==> src/timer_pwm_defs.svh <==
`ifndef TIMER_PWM_DEFS_SVH
`define TIMER_PWM_DEFS_SVH

`define CNT_WIDTH        16
`define CNT_RESET        16'h0000
`define LIMIT_RESET      16'hFFFF
`define VALUE_RESET      16'h0000
`define CLOCK_MODE_OFF   2'h0
`define MODE_CAPTURE     2'h0
`define MODE_COMPARE     2'h1
`define MODE_PWM         2'h2
`define EDGE_NONE        2'h0
`define EDGE_RISE        2'h1
`define EDGE_FALL        2'h2
`define EDGE_BOTH        2'h3
`define PRESCALE_WIDTH   7
`define CAPTURE_STAGES   2

`endif

==> src/timer_pwm_pkg.sv <==
package timer_pwm_pkg;
    typedef enum logic [1:0] {
        DIR_UP   = 2'b00,
        DIR_DOWN = 2'b01
    } count_dir_e;
    typedef logic [15:0] count_t;
endpackage
==> src/count_bus_if.sv <==
`timescale 1ns/10ps
interface count_bus_if;
    logic [15:0] count;
    logic        tick;
    logic        countingUp;
    logic        wrapZero;
    logic        turnDown;
    logic        centerMode;
    logic        counterRun;
    logic        countWrite;
    logic [15:0] limit;
    modport source (output count, tick, countingUp, wrapZero, turnDown, centerMode, counterRun,
                    countWrite, limit);
    modport sink   (input count, tick, countingUp, wrapZero, turnDown, centerMode, counterRun,
                    countWrite, limit);
endinterface

==> src/timer_channel.sv <==
`timescale 1ns/10ps
`include "timer_pwm_defs.svh"
module timer_channel
    import timer_pwm_pkg::*;
(
    // Clock and reset.
    input  wire logic        clock,
    input  wire logic        rst,
    // Counter state.
    count_bus_if.sink        cb,
    // Configuration.
    input  wire logic [1:0]  modeSelect,
    input  wire logic [1:0]  edgeSelect,
    input  wire logic        irqEnable,
    input  wire logic [15:0] valueWriteData,
    input  wire logic        valueWrite,
    input  wire logic        flagClear,
    // Pin.
    input  wire logic        pinIn,
    output logic             pinOut,
    output logic             pinDrive,
    // Status.
    output logic [15:0]      channelValue,
    output logic             channelFlag,
    output logic             channelIrq
);
    logic [15:0] pendValue;
    logic        pendValid;
    logic [1:0]  pinSync;
    logic        pinLast;
    logic        captureLate;
    logic [15:0] edgeNext;
    logic [1:0]  lastMode;
    logic        isCapture;
    logic        isCompare;
    logic        isPwm;
    logic        match;
    logic        invert;
    logic        edgeSeen;
    logic        setFlag;

    assign isCapture = !cb.centerMode && modeSelect == `MODE_CAPTURE && edgeSelect != `EDGE_NONE;
    assign isCompare = !cb.centerMode && modeSelect == `MODE_COMPARE;
    assign isPwm     = modeSelect == `MODE_PWM;
    assign match     = cb.tick && cb.count == channelValue;
    assign invert    = edgeSelect[0];
    // A capture channel leaves its pin to the outside source.
    assign pinDrive  = modeSelect == `MODE_CAPTURE || edgeSelect == `EDGE_NONE;
    assign edgeNext  = cb.wrapZero ? `CNT_RESET : cb.count + 16'h0001;
    assign edgeSeen  = (edgeSelect[0] && pinSync[1] && !pinLast) ||
                       (edgeSelect[1] && !pinSync[1] && pinLast);

    // Two sync stages and an edge register: the edge is seen at the third clock edge.
    always_ff @(posedge clock or posedge rst) begin
        if (rst) begin
            pinSync <= 2'h0;
            pinLast <= 1'b0;
        end else begin
            pinSync <= {pinSync[0], pinIn};
            pinLast <= pinSync[1];
        end
    end
    assign captureLate = isCapture && edgeSeen;

    // Channel value with write buffering.
    always_ff @(posedge clock or posedge rst) begin
        if (rst) begin
            channelValue <= `VALUE_RESET;
            pendValue    <= `VALUE_RESET;
            pendValid    <= 1'b0;
        end else if (isCapture) begin
            pendValid <= 1'b0;
            if (captureLate) begin
                channelValue <= cb.count;
            end
        end else if (valueWrite && !cb.counterRun) begin
            channelValue <= valueWriteData;
            pendValid    <= 1'b0;
        end else begin
            if (valueWrite) begin
                pendValue <= valueWriteData;
                pendValid <= 1'b1;
            end
            if (pendValid && !valueWrite) begin
                if ((isCompare && cb.tick) ||
                    (isPwm && !cb.centerMode && cb.wrapZero) ||
                    (isPwm && cb.centerMode && cb.turnDown)) begin
                    channelValue <= pendValue;
                    pendValid    <= 1'b0;
                end
            end
        end
    end

    // Flag: a set in the same cycle as a clear wins.
    always_comb begin
        setFlag = 1'b0;
        if (isCapture) begin
            setFlag = captureLate;
        end else if (isCompare) begin
            setFlag = match;
        end else if (isPwm && !cb.centerMode) begin
            setFlag = match && channelValue <= cb.limit;
        end else if (isPwm && cb.centerMode) begin
            setFlag = match || (cb.turnDown && channelValue > cb.limit);
        end
    end

    always_ff @(posedge clock or posedge rst) begin
        if (rst) begin
            channelFlag <= 1'b0;
        end else if (setFlag) begin
            channelFlag <= 1'b1;
        end else if (flagClear) begin
            channelFlag <= 1'b0;
        end
    end

    assign channelIrq = channelFlag && irqEnable;

    // Output level.
    always_ff @(posedge clock or posedge rst) begin
        if (rst) begin
            pinOut  <= 1'b0;
            lastMode <= `MODE_CAPTURE;
        end else begin
            lastMode <= modeSelect;
            if (isCompare && lastMode != `MODE_COMPARE) begin
                pinOut <= (edgeSelect == `EDGE_FALL);
            end else if (isCompare) begin
                if (match) begin
                    unique case (edgeSelect)
                        `EDGE_RISE: pinOut <= !pinOut;
                        `EDGE_FALL: pinOut <= 1'b0;
                        `EDGE_BOTH: pinOut <= 1'b1;
                        `EDGE_NONE: pinOut <= pinOut;
                    endcase
                end
            end else if (cb.countWrite) begin
                pinOut <= 1'b0;
            end else if (isPwm && !cb.centerMode) begin
                // The level follows the count being loaded, so the width equals the value, up to the whole period.
                if (cb.tick) begin
                    pinOut <= (edgeNext < channelValue) ? !invert : invert;
                end
            end else if (isPwm && cb.centerMode) begin
                if (channelValue == `VALUE_RESET) begin
                    pinOut <= invert;
                end else if (channelValue > cb.limit) begin
                    pinOut <= !invert;
                end else if (match && !cb.countingUp) begin
                    pinOut <= !invert;
                end else if (match && cb.countingUp) begin
                    pinOut <= invert;
                end
            end
        end
    end

    a_flag_irq_tie: assert property (@(posedge clock) disable iff (rst)
        channelIrq == (channelFlag && irqEnable))
        else $error("channel interrupt does not follow flag and enable");
    a_capture_delay: assert property (@(posedge clock) disable iff (rst)
        (isCapture && edgeSeen) |=> channelFlag)
        else $error("capture flag not set on time");
    a_capture_lock: assert property (@(posedge clock) disable iff (rst)
        (isCapture && $past(isCapture) && !captureLate) |=> $stable(channelValue) || !isCapture)
        else $error("channel value changed in capture without event");
endmodule

==> src/timer_pwm_module.sv <==
`timescale 1ns/10ps
`include "timer_pwm_defs.svh"
module timer_pwm_module
    import timer_pwm_pkg::*;
#(
    parameter int CHANNELS = 2
)(
    // Clock and reset.
    input  wire logic                  clock,
    input  wire logic                  rst,
    // Counter control.
    input  wire logic [1:0]            counterClockMode,
    input  wire logic                  externalTick,
    input  wire logic [2:0]            prescaleSelect,
    input  wire logic                  centerAlignSelect,
    input  wire logic [15:0]           periodLimitData,
    input  wire logic                  periodLimitWrite,
    input  wire logic                  countRegisterWrite,
    input  wire logic                  overflowFlagClear,
    // Counter status.
    output logic [15:0]                countRegister,
    output logic [15:0]                periodLimit,
    output logic                       overflowFlag,
    // Channel configuration.
    input  wire logic [2*CHANNELS-1:0] channelModeSelect,
    input  wire logic [2*CHANNELS-1:0] edgeLevelSelect,
    input  wire logic [CHANNELS-1:0]   channelIrqEnable,
    input  wire logic [15:0]           channelValueData,
    input  wire logic [CHANNELS-1:0]   channelValueWrite,
    input  wire logic [CHANNELS-1:0]   channelFlagClear,
    // Channel pins.
    input  wire logic [CHANNELS-1:0]   channelPinIn,
    output logic [CHANNELS-1:0]        channelPinOut,
    output logic [CHANNELS-1:0]        channelPinOutEnable_n,
    // Channel status.
    output logic [16*CHANNELS-1:0]     channelValue,
    output logic [CHANNELS-1:0]        channelFlag,
    output logic [CHANNELS-1:0]        channelIrq
);
    count_bus_if cb();

    logic [`PRESCALE_WIDTH-1:0] prescaleCount;
    logic                       sourceTick;
    logic                       tick;
    logic                       running;
    count_dir_e                 direction;
    logic [15:0]                pendLimit;
    logic                       pendLimitValid;
    logic                       wrapZero;
    logic                       turnDown;
    logic [`PRESCALE_WIDTH-1:0] prescaleMax;

    // Clock mode 1 counts clock edges, mode 2 counts external ticks, both through the prescaler.
    assign running     = counterClockMode != `CLOCK_MODE_OFF;
    assign sourceTick  = counterClockMode == 2'h1 ? 1'b1 :
                         counterClockMode == 2'h2 ? externalTick : 1'b0;
    assign prescaleMax = `PRESCALE_WIDTH'((1 << prescaleSelect) - 1);
    assign tick        = running && sourceTick && prescaleCount == prescaleMax;

    always_ff @(posedge clock or posedge rst) begin
        if (rst) begin
            prescaleCount <= '0;
        end else if (countRegisterWrite || !running) begin
            prescaleCount <= '0;
        end else if (sourceTick) begin
            prescaleCount <= tick ? '0 : prescaleCount + 1'b1;
        end
    end

    assign wrapZero = tick && !centerAlignSelect && countRegister >= periodLimit;
    assign turnDown = tick && centerAlignSelect && direction == DIR_UP &&
                      countRegister >= periodLimit;

    // Counter.
    always_ff @(posedge clock or posedge rst) begin
        if (rst) begin
            countRegister <= `CNT_RESET;
            direction     <= DIR_UP;
        end else if (countRegisterWrite) begin
            countRegister <= `CNT_RESET;
            direction     <= DIR_UP;
        end else if (tick) begin
            if (!centerAlignSelect) begin
                direction <= DIR_UP;
                if (wrapZero) begin
                    countRegister <= `CNT_RESET;
                end else begin
                    countRegister <= countRegister + 16'h0001;
                end
            end else if (direction == DIR_UP) begin
                if (turnDown) begin
                    countRegister <= countRegister - 16'h0001;
                    direction     <= DIR_DOWN;
                end else begin
                    countRegister <= countRegister + 16'h0001;
                end
            end else begin
                if (countRegister == `CNT_RESET || countRegister == 16'h0001) begin
                    direction <= DIR_UP;
                end
                countRegister <= countRegister - 16'h0001;
            end
        end
    end

    // Period limit with write buffer.
    always_ff @(posedge clock or posedge rst) begin
        if (rst) begin
            periodLimit    <= `LIMIT_RESET;
            pendLimit      <= `LIMIT_RESET;
            pendLimitValid <= 1'b0;
        end else if (periodLimitWrite && !running) begin
            periodLimit    <= periodLimitData;
            pendLimitValid <= 1'b0;
        end else if (periodLimitWrite) begin
            pendLimit      <= periodLimitData;
            pendLimitValid <= 1'b1;
        end else if (pendLimitValid && (wrapZero || turnDown)) begin
            periodLimit    <= pendLimit;
            pendLimitValid <= 1'b0;
        end
    end

    // Overflow flag; a set beats a simultaneous clear.
    always_ff @(posedge clock or posedge rst) begin
        if (rst) begin
            overflowFlag <= 1'b0;
        end else if (wrapZero || turnDown) begin
            overflowFlag <= 1'b1;
        end else if (overflowFlagClear) begin
            overflowFlag <= 1'b0;
        end
    end

    assign cb.count      = countRegister;
    assign cb.tick       = tick;
    assign cb.countingUp = direction == DIR_UP;
    assign cb.wrapZero   = wrapZero;
    assign cb.turnDown   = turnDown;
    assign cb.centerMode = centerAlignSelect;
    assign cb.counterRun = running;
    assign cb.countWrite = countRegisterWrite;
    assign cb.limit      = periodLimit;

    for (genvar i = 0; i < CHANNELS; i++) begin : g_ch
        timer_channel u_ch (
            .clock          (clock),
            .rst            (rst),
            .cb             (cb),
            .modeSelect     (channelModeSelect[2*i +: 2]),
            .edgeSelect     (edgeLevelSelect[2*i +: 2]),
            .irqEnable      (channelIrqEnable[i]),
            .valueWriteData (channelValueData),
            .valueWrite     (channelValueWrite[i]),
            .flagClear      (channelFlagClear[i]),
            .pinIn          (channelPinIn[i]),
            .pinOut         (channelPinOut[i]),
            .pinDrive       (channelPinOutEnable_n[i]),
            .channelValue   (channelValue[16*i +: 16]),
            .channelFlag    (channelFlag[i]),
            .channelIrq     (channelIrq[i])
        );
    end

    a_up_wrap: assert property (@(posedge clock) disable iff (rst)
        (tick && !centerAlignSelect && countRegister == periodLimit && !countRegisterWrite)
        |=> countRegister == 16'h0000)
        else $error("counter did not reload zero at limit");
    a_wrap_flag: assert property (@(posedge clock) disable iff (rst)
        wrapZero |=> overflowFlag)
        else $error("overflow flag missing after wrap");
    a_zero_limit: assert property (@(posedge clock) disable iff (rst)
        (tick && !centerAlignSelect && periodLimit == 16'h0000 && countRegister == 16'h0000)
        |=> overflowFlag)
        else $error("zero limit overflow not flagged");
    a_center_turn: assert property (@(posedge clock) disable iff (rst)
        (turnDown && !countRegisterWrite) |=> overflowFlag && direction == DIR_DOWN)
        else $error("center turn not flagged");
    a_count_clear: assert property (@(posedge clock) disable iff (rst)
        countRegisterWrite |=> countRegister == 16'h0000)
        else $error("count write did not clear counter");
    a_stopped_hold: assert property (@(posedge clock) disable iff (rst)
        (!running && !countRegisterWrite) |=> $stable(countRegister))
        else $error("counter moved while stopped");
    a_limit_direct: assert property (@(posedge clock) disable iff (rst)
        (periodLimitWrite && !running) |=> periodLimit == $past(periodLimitData))
        else $error("stopped limit write not immediate");
    a_limit_hold: assert property (@(posedge clock) disable iff (rst)
        (running && !periodLimitWrite && !wrapZero && !turnDown) |=> $stable(periodLimit))
        else $error("limit changed outside boundary");
endmodule

==> config.mk <==
export PLATFORM = sky130hd
export DESIGN_NAME = timer_pwm_module
export DESIGN_NICKNAME = d
export VERILOG_FILES = /design/src/timer_pwm_pkg.sv /design/src/count_bus_if.sv /design/src/timer_channel.sv /design/src/timer_pwm_module.sv
export VERILOG_INCLUDE_DIRS = /design/src
export SDC_FILE = /design/constraint.sdc
export NUM_CORES = 1
export LEC_CHECK = 0
export BUFFER_PORTS_ARGS = -buffer_cell sky130_fd_sc_hd__buf_2
export CAP_MARGIN = 20
export CORE_ASPECT_RATIO = 1.5
export CORE_MARGIN = 2
export CORE_UTILIZATION = 40
export CTS_BUF_LIST = sky130_fd_sc_hd__clkbuf_16
export CTS_CLUSTER_DIAMETER = 50
export CTS_CLUSTER_SIZE = 12
export DETAILED_ROUTE_END_ITERATION = 8
export GPL_ROUTABILITY_DRIVEN = 1
export SYNTH_ARGS = -nofsm -noshare
export SYNTH_HDL_FRONTEND = slang
export SYNTH_HIERARCHICAL = 1
export SYNTH_SLANG_ARGS = --single-unit
==> constraint.sdc <==
create_clock -name clock -period 5.2 [get_ports clock]
set_input_delay 0.26 -clock clock [delete_from_list [all_inputs] [get_ports clock]]
set_output_delay 0.26 -clock clock [all_outputs]
set_load 0.05 [all_outputs]
* Word level (Yosys, flattened, before mapping)
Cells that the tools add are included.
Word-level totals: register bits 139, input bits 60
Operators by class: add/sub/neg operators 4, shift-type cells 1, mux-type cells 83, bitwise logic cells 5, $lt $le $gt $ge 7, equality and inequality tests 29, reductions and logical operators 114
Operator list (count):
- $mux W16 | 19
- $logic_and A1 B1 Y1 | 53
- $mux W1 | 53
- $logic_not A16 Y1 | 3
- $eq A16 B16 Y1 | 2
- $gt A16 B16 Y1 | 2
- $le A16 B16 Y1 | 2
- $lt A16 B16 Y1 | 2
- $mux W7 | 3
- $reduce_bool A2 Y1 | 9
- $add A16 B1 Y16 const B | 1
- $eq A16 B1 Y1 const B | 1
- $ge A16 B16 Y1 | 1
- $reduce_bool A8 Y1 | 2
- $sub A16 B1 Y16 const B | 1
- $reduce_and A3 Y1 | 5
- $reduce_bool A3 Y1 | 5
- $eq A2 B2 Y1 const B | 7
- $logic_not A1 Y1 | 13
- $logic_or A1 B1 Y1 | 13
- $mux W2 | 6
- $ne A3 B3 Y1 const B | 4
- $eq A2 B1 Y1 const B | 5
- $logic_not A2 Y1 | 5
- 14 further kinds | 26

* Logic depth before layout (Yosys ltp)
depth in word-level cells 16, depth in mapped cells 21, mapped depth without buffers 17

* Modules after synthesis
Netlist, hierarchy kept.
Modules (own cells, without submodules):
- timer_pwm_module | area each 3808.7 sq um, seq. area each 1491.4 sq um, times used 1, cells each 423
- timer_channel at g_ch[1].u_ch | area each 3488.3 sq um, seq. area each 1001.0 sq um, times used 1, cells each 388
- timer_channel at g_ch[0].u_ch | area each 3375.7 sq um, seq. area each 1001.0 sq um, times used 1, cells each 384

* Worst setup path before layout
OpenSTA, ideal clock, no wires.
path kind input to register, start input port prescaleSelect[2], end register g_ch[0].u_ch.pinOut, path slack 0.694 ns, stages on the path 20, buffers on the path 4, data required time 5.076 ns, data arrival time 4.382 ns, cells stage by stage clkbuf_2 > nor2_1 > nand2_1 > ha_1 > buf_2 > or4b_1 > nand3_1 > a32oi_1 > a2111o_1 > nor3_1 > clkbuf_1 > clkbuf_1 > nor2_1 > ha_1 > a21o_1 > a21o_1 > a2111oi_0 > a221oi_1 > xnor2_1 > a211o_1
On the way: longest elaborated chain between the ends 14
Ends and longest elaborated chain:
- from (decl) | line timer_pwm_module.sv:14 | input wire logic [2:0] prescaleSelect,
- $shl A1 B3 Y7 | line timer_pwm_module.sv:57 | assign prescaleMax = `PRESCALE_WIDTH'((1 << prescaleSelect) - 1);
- $sub A7 B2 Y7 | line timer_pwm_module.sv:57
- $eq A7 B7 Y1 | line timer_pwm_module.sv:58 | assign tick = running && sourceTick && prescaleCount == prescaleMax;
- $logic_and A1 B1 Y1 | line timer_pwm_module.sv:58
- $logic_and A1 B1 Y1 (2 in series) | line timer_pwm_module.sv:70 | assign wrapZero = tick && !centerAlignSelect && countRegister >= periodLimit;
- via cb.wrapZero | line count_bus_if.sv:6 | logic wrapZero;
- $mux W16 | line timer_channel.sv:49 | assign edgeNext = cb.wrapZero ? `CNT_RESET : cb.count + 16'h0001;
- $lt A16 B16 Y1 | line timer_channel.sv:144 | pinOut <= (edgeNext < channelValue) ? !invert : invert;
- $mux W1 | line timer_channel.sv:144
- $mux W1 | line timer_channel.sv:143 | if (cb.tick) begin
- $mux W1 | line timer_channel.sv:141 | end else if (isPwm && !cb.centerMode) begin
- $mux W1 | line timer_channel.sv:139 | end else if (cb.countWrite) begin
- $mux W1 | line timer_channel.sv:130 | end else if (isCompare) begin
- $mux W1 | line timer_channel.sv:128 | if (isCompare && lastMode != `MODE_COMPARE) begin
- to (signal assigned) | line timer_channel.sv:129 | pinOut <= (edgeSelect == `EDGE_FALL);
- to (signal assigned) | line timer_channel.sv:133 | `EDGE_RISE: pinOut <= !pinOut;
- to (signal assigned) | line timer_channel.sv:144
- to (decl) | line timer_channel.sv:20 | output logic pinOut,
The timed path passes the listed nets, and every way through them passes these cells. The select of a mux whose other input is x is not followed. A chain may end at the register's enable or synchronous reset.

* Final worst setup path
start register periodLimit[11], end register g_ch[1].u_ch.pinOut
On the way: longest elaborated chain between the ends 10
Ends and longest elaborated chain:
- from (decl) | line timer_pwm_module.sv:22 | output logic [15:0] periodLimit,
- from (signal assigned) | line timer_pwm_module.sv:109 | periodLimit <= `LIMIT_RESET;
- from (signal assigned) | line timer_pwm_module.sv:113 | periodLimit <= periodLimitData;
- from (signal assigned) | line timer_pwm_module.sv:119 | periodLimit <= pendLimit;
- $ge A16 B16 Y1 | line timer_pwm_module.sv:70
- $logic_and A1 B1 Y1 | line timer_pwm_module.sv:70
- via cb.wrapZero | line count_bus_if.sv:6
- $mux W16 | line timer_channel.sv:49
- $lt A16 B16 Y1 | line timer_channel.sv:144
- $mux W1 | line timer_channel.sv:144
- $mux W1 | line timer_channel.sv:143
- $mux W1 | line timer_channel.sv:141
- $mux W1 | line timer_channel.sv:139
- $mux W1 | line timer_channel.sv:130
- $mux W1 | line timer_channel.sv:128
- to (signal assigned) | line timer_channel.sv:129
- to (signal assigned) | line timer_channel.sv:133
- to (signal assigned) | line timer_channel.sv:144
- to (decl) | line timer_channel.sv:20
The timed path passes the listed nets, and every way through them passes these cells. The select of a mux whose other input is x is not followed.

==> flow_metrics.tcl <==
set metrics [dict create \
    grtUsageMet1_pct 31.14 \
    synth.ff_latch_count 138 \
    core_region_area_um2 26400 \
    worst-path-max-fanout 34 \
    post-synth-top-area-fraction_pct 24.85 \
    max_freq_mhz 231.4 \
    power-per-cell-area_nw_per_um2 346.0 \
    worstRegToRegCells 17 \
    ant_nets 0 \
    synthesis.yosys.warnings 6 \
    worst_hold_path_type "in -> reg" \
    clock_tree_root_buffer_cell "clkbuf_16" \
    postCtsSetupBuffers 0 \
    synthCells 1195 \
    vdd_drop_max_mv 0.2527 \
    grt_antenna_before_repair 0 \
    dieWidth_um 137.4 \
    timing.final.crit_share_pct 83.11 \
    cts_tree "done" \
    floorplan.initialDensity_pct 40.43 \
    globalRoute.totalOverflow 0 \
    drt_first_pass_iters 7 \
    critical_path.endpoint_type "register" \
    synth_largest_area_cell "dfrtp_1" \
    totalWireLength_um 34730 \
    top_level_ports 133 \
    report.final.slew_viol_count 0 \
    cts_resized 0 \
    tns_ps 0 \
    global_route.usage.total_pct 25.96 \
    worst_pin_slew_ps 1095 \
    worst_setup_path_start_kind "register" \
    synth-edff-count 0 \
    use_met3_pct 4.067 \
    num-nets-final 1486 \
    min_delay_path_depth 1 \
    post-route-drc-count 0 \
    synth_area_per_cell_um2 8.931 \
    synth.net_count 1341 \
    std_cell_rows 73 \
    n_antenna_cell 0 \
    synth.area.top_cells "dfrtp_1 25%, ha_1 10%, dfstp_2 7.9%, mux2i_1 7.9%, a21oi_1 4.6%" \
    grt_pass1_vias 9623 \
    cts_inserted_buffers 17 \
    ys_top_cells_by_count "130 x nor2_1, 108 x inv_1, 106 x dfrtp_1" \
    cellLeakagePower_nw 5.945 \
    die_area_um2 28030 \
    post_synth_instance_area_um2 10670 \
    result_of_the_run "finished, final reports clean" \
    setup_viol 0 \
    critPathRequiredTime_ps 5530 \
    drv.max_cap_violation_count 0 \
    avgRoutedWirePerCell_um 20.55 \
    synth-seq-area-share_pct 32.73 \
    htreeDepth 4 \
    fin_skew_ps 14.63 \
    unrepaired_setup_endpoints_after_global_routing "no" \
    grt-busiest-layer "met2" \
    post_cts_hold_buffer_count 6 \
    cts_num_sinks 138 \
    timing.slew.headroom_pct 26.95 \
    detailroute.via_count 9620 \
    use_met2_pct 43.53 \
    final_period_minus_worst_setup_slack_ps 4322 \
    clock_path_buffers 2 \
    ys.flop_type "dfrtp_1" \
    critical_path_class "reg -> reg" \
    async_flop_share_pct 100.0 \
    grt_pass1_wl_um 54490 \
    grt_max_degree 59 \
    cp_data_arrival_time_ps 4650 \
    routed_via_count_divided_by_cell_count 5.692 \
    clock_latency_ps 450 \
    dpl.hpwl_um 25800 \
    area_delta_synth_final_pct 16.51 \
    final_hold_viols 0 \
    clk_pin_slew_worst_setup_hold_paths_ps 70 \
    finalWeightedCongestion 0.9253 \
    final_util_pct 47.11 \
    count_of_cell_types_in_the_netlist 84 \
    detailedRoute.firstIterationViolations 588 \
    post_route_cells_drive_above_1_share_pct 21.80 \
    chipHeight_um 204.1 \
    library_cell_with_the_highest_instance_count_after_synthesis "nor2_1" \
    port-buffer-count 132 \
]
[placed cells by master, fill, tap and decap left out, drive strengths merged, types with 8 or more instances in the layout]
cell,instances
xor2,36
ha,86
mux2i,84
nand2b,9
a21o,8
and3,17
nand4,22
a31oi,10
o211ai,12
inv,115
a21oi,99
xnor2,28
or3,14
dfrtp,106
mux2,51
nor4,24
nand2,65
nand3,35
o21ai,44
and2,9
nor3,13
nor2,131
or4,8
clkbuf,18
dfstp,32
o21a,9
buf,162
[power by group]
part | internal (mW) | switching [mW]
sequential | 1.27 | 0.312
combinational | 0.525 | 0.995
clock | 0.685 | 0.510
[worst max-delay path, cell delays in order, from the launching register on]
cell	delay, ps
dfstp_2	630
inv_1	70
ha_1	290
nand2_1	60
o21ai_0	310
o21ai_0	170
a22o_1	330
nor3_2	220
buf_12	240
nor2_1	80
ha_1	290
a21oi_1	150
o21ai_0	120
a2111oi_0	660
a21o_1	220
a211oi_1	60
o211a_1	140
o22a_1	150
[cell type report]
type	count	area (um^2)
multi-input cells	906	6573
fillers	2560	13960
flip-flops and latches	138	3493
repair buffers	168	970.9
inverters	109	410.4
well taps	337	421.7
clock buffers	18	450.4
clock inverters	14	115.1
[final timing paths]
kind                                                          to  slack, ps                              start
setup / recovery                 g_ch[1].u_ch/pinOut$_DFFE_PP0P_        880        periodLimit[11]$_DFFE_PP1P_
hold / removal                g_ch[1].u_ch/lastMode[0]$_DFF_PP0_         30               channelModeSelect[2]
setup reg to reg                 g_ch[1].u_ch/pinOut$_DFFE_PP0P_        880        periodLimit[11]$_DFFE_PP1P_
hold reg to reg                g_ch[1].u_ch/pinSync[1]$_DFF_PP0_        350  g_ch[1].u_ch/pinSync[0]$_DFF_PP0_
max in group asynchronous               overflowFlag$_DFFE_PP0P_       4040                                rst
min in group asynchronous  g_ch[1].u_ch/pendValue[1]$_DFFE_PP0P_        520                                rst
[cell families after synthesis]
logic type	share of synthesized area (%)
and+or+nand+nor	18.31
AOI/OAI and AO/OA	14.06
buffers and inverters	5.920
DFF	32.73
muxes	13.65
adders and majority gates	10.08
xor gates and xnor gates	5.252
[metal layers]
layer	wire, um	vias up	part of all wire (%)
li1	-	4565	-
met1	13840	4652	40
met2	17260	304	50
met3	1611	99	4.6
met4	2021	0	5.8
met5	0	-	0
[metrics by stage]
step / power, mW / hold WS, ps / area, um^2 / worst slack [ps] / cells
3_3_place_gp: 3.082 / 333.0 / 11810 / 675.8 / 1652
2_1_floorplan: 2.611 / 291.4 / 10670 / 693.9 / 1195
6_report: 4.302 / 28.02 / 12430 / 878.1 / 1690
4_1_cts: 4.328 / 6.013 / 12430 / 949.5 / 1690
5_1_grt: 4.536 / 27.70 / 12430 / 427.3 / 1690
3_5_place_dp: 3.111 / 336.3 / 11810 / 602.3 / 1652
[flip-flops by register name, indices dropped and copies added (netlist names), 4 cells and up]
register                flops
pendLimit                  16
periodLimit                16
g_ch.u_ch/lastMode          4
prescaleCount               7
g_ch.u_ch/channelValue     32
countRegister              16
g_ch.u_ch/pinSync           4
g_ch.u_ch/pendValue        32
No activity file was read; power rests on OpenSTA's default activity.
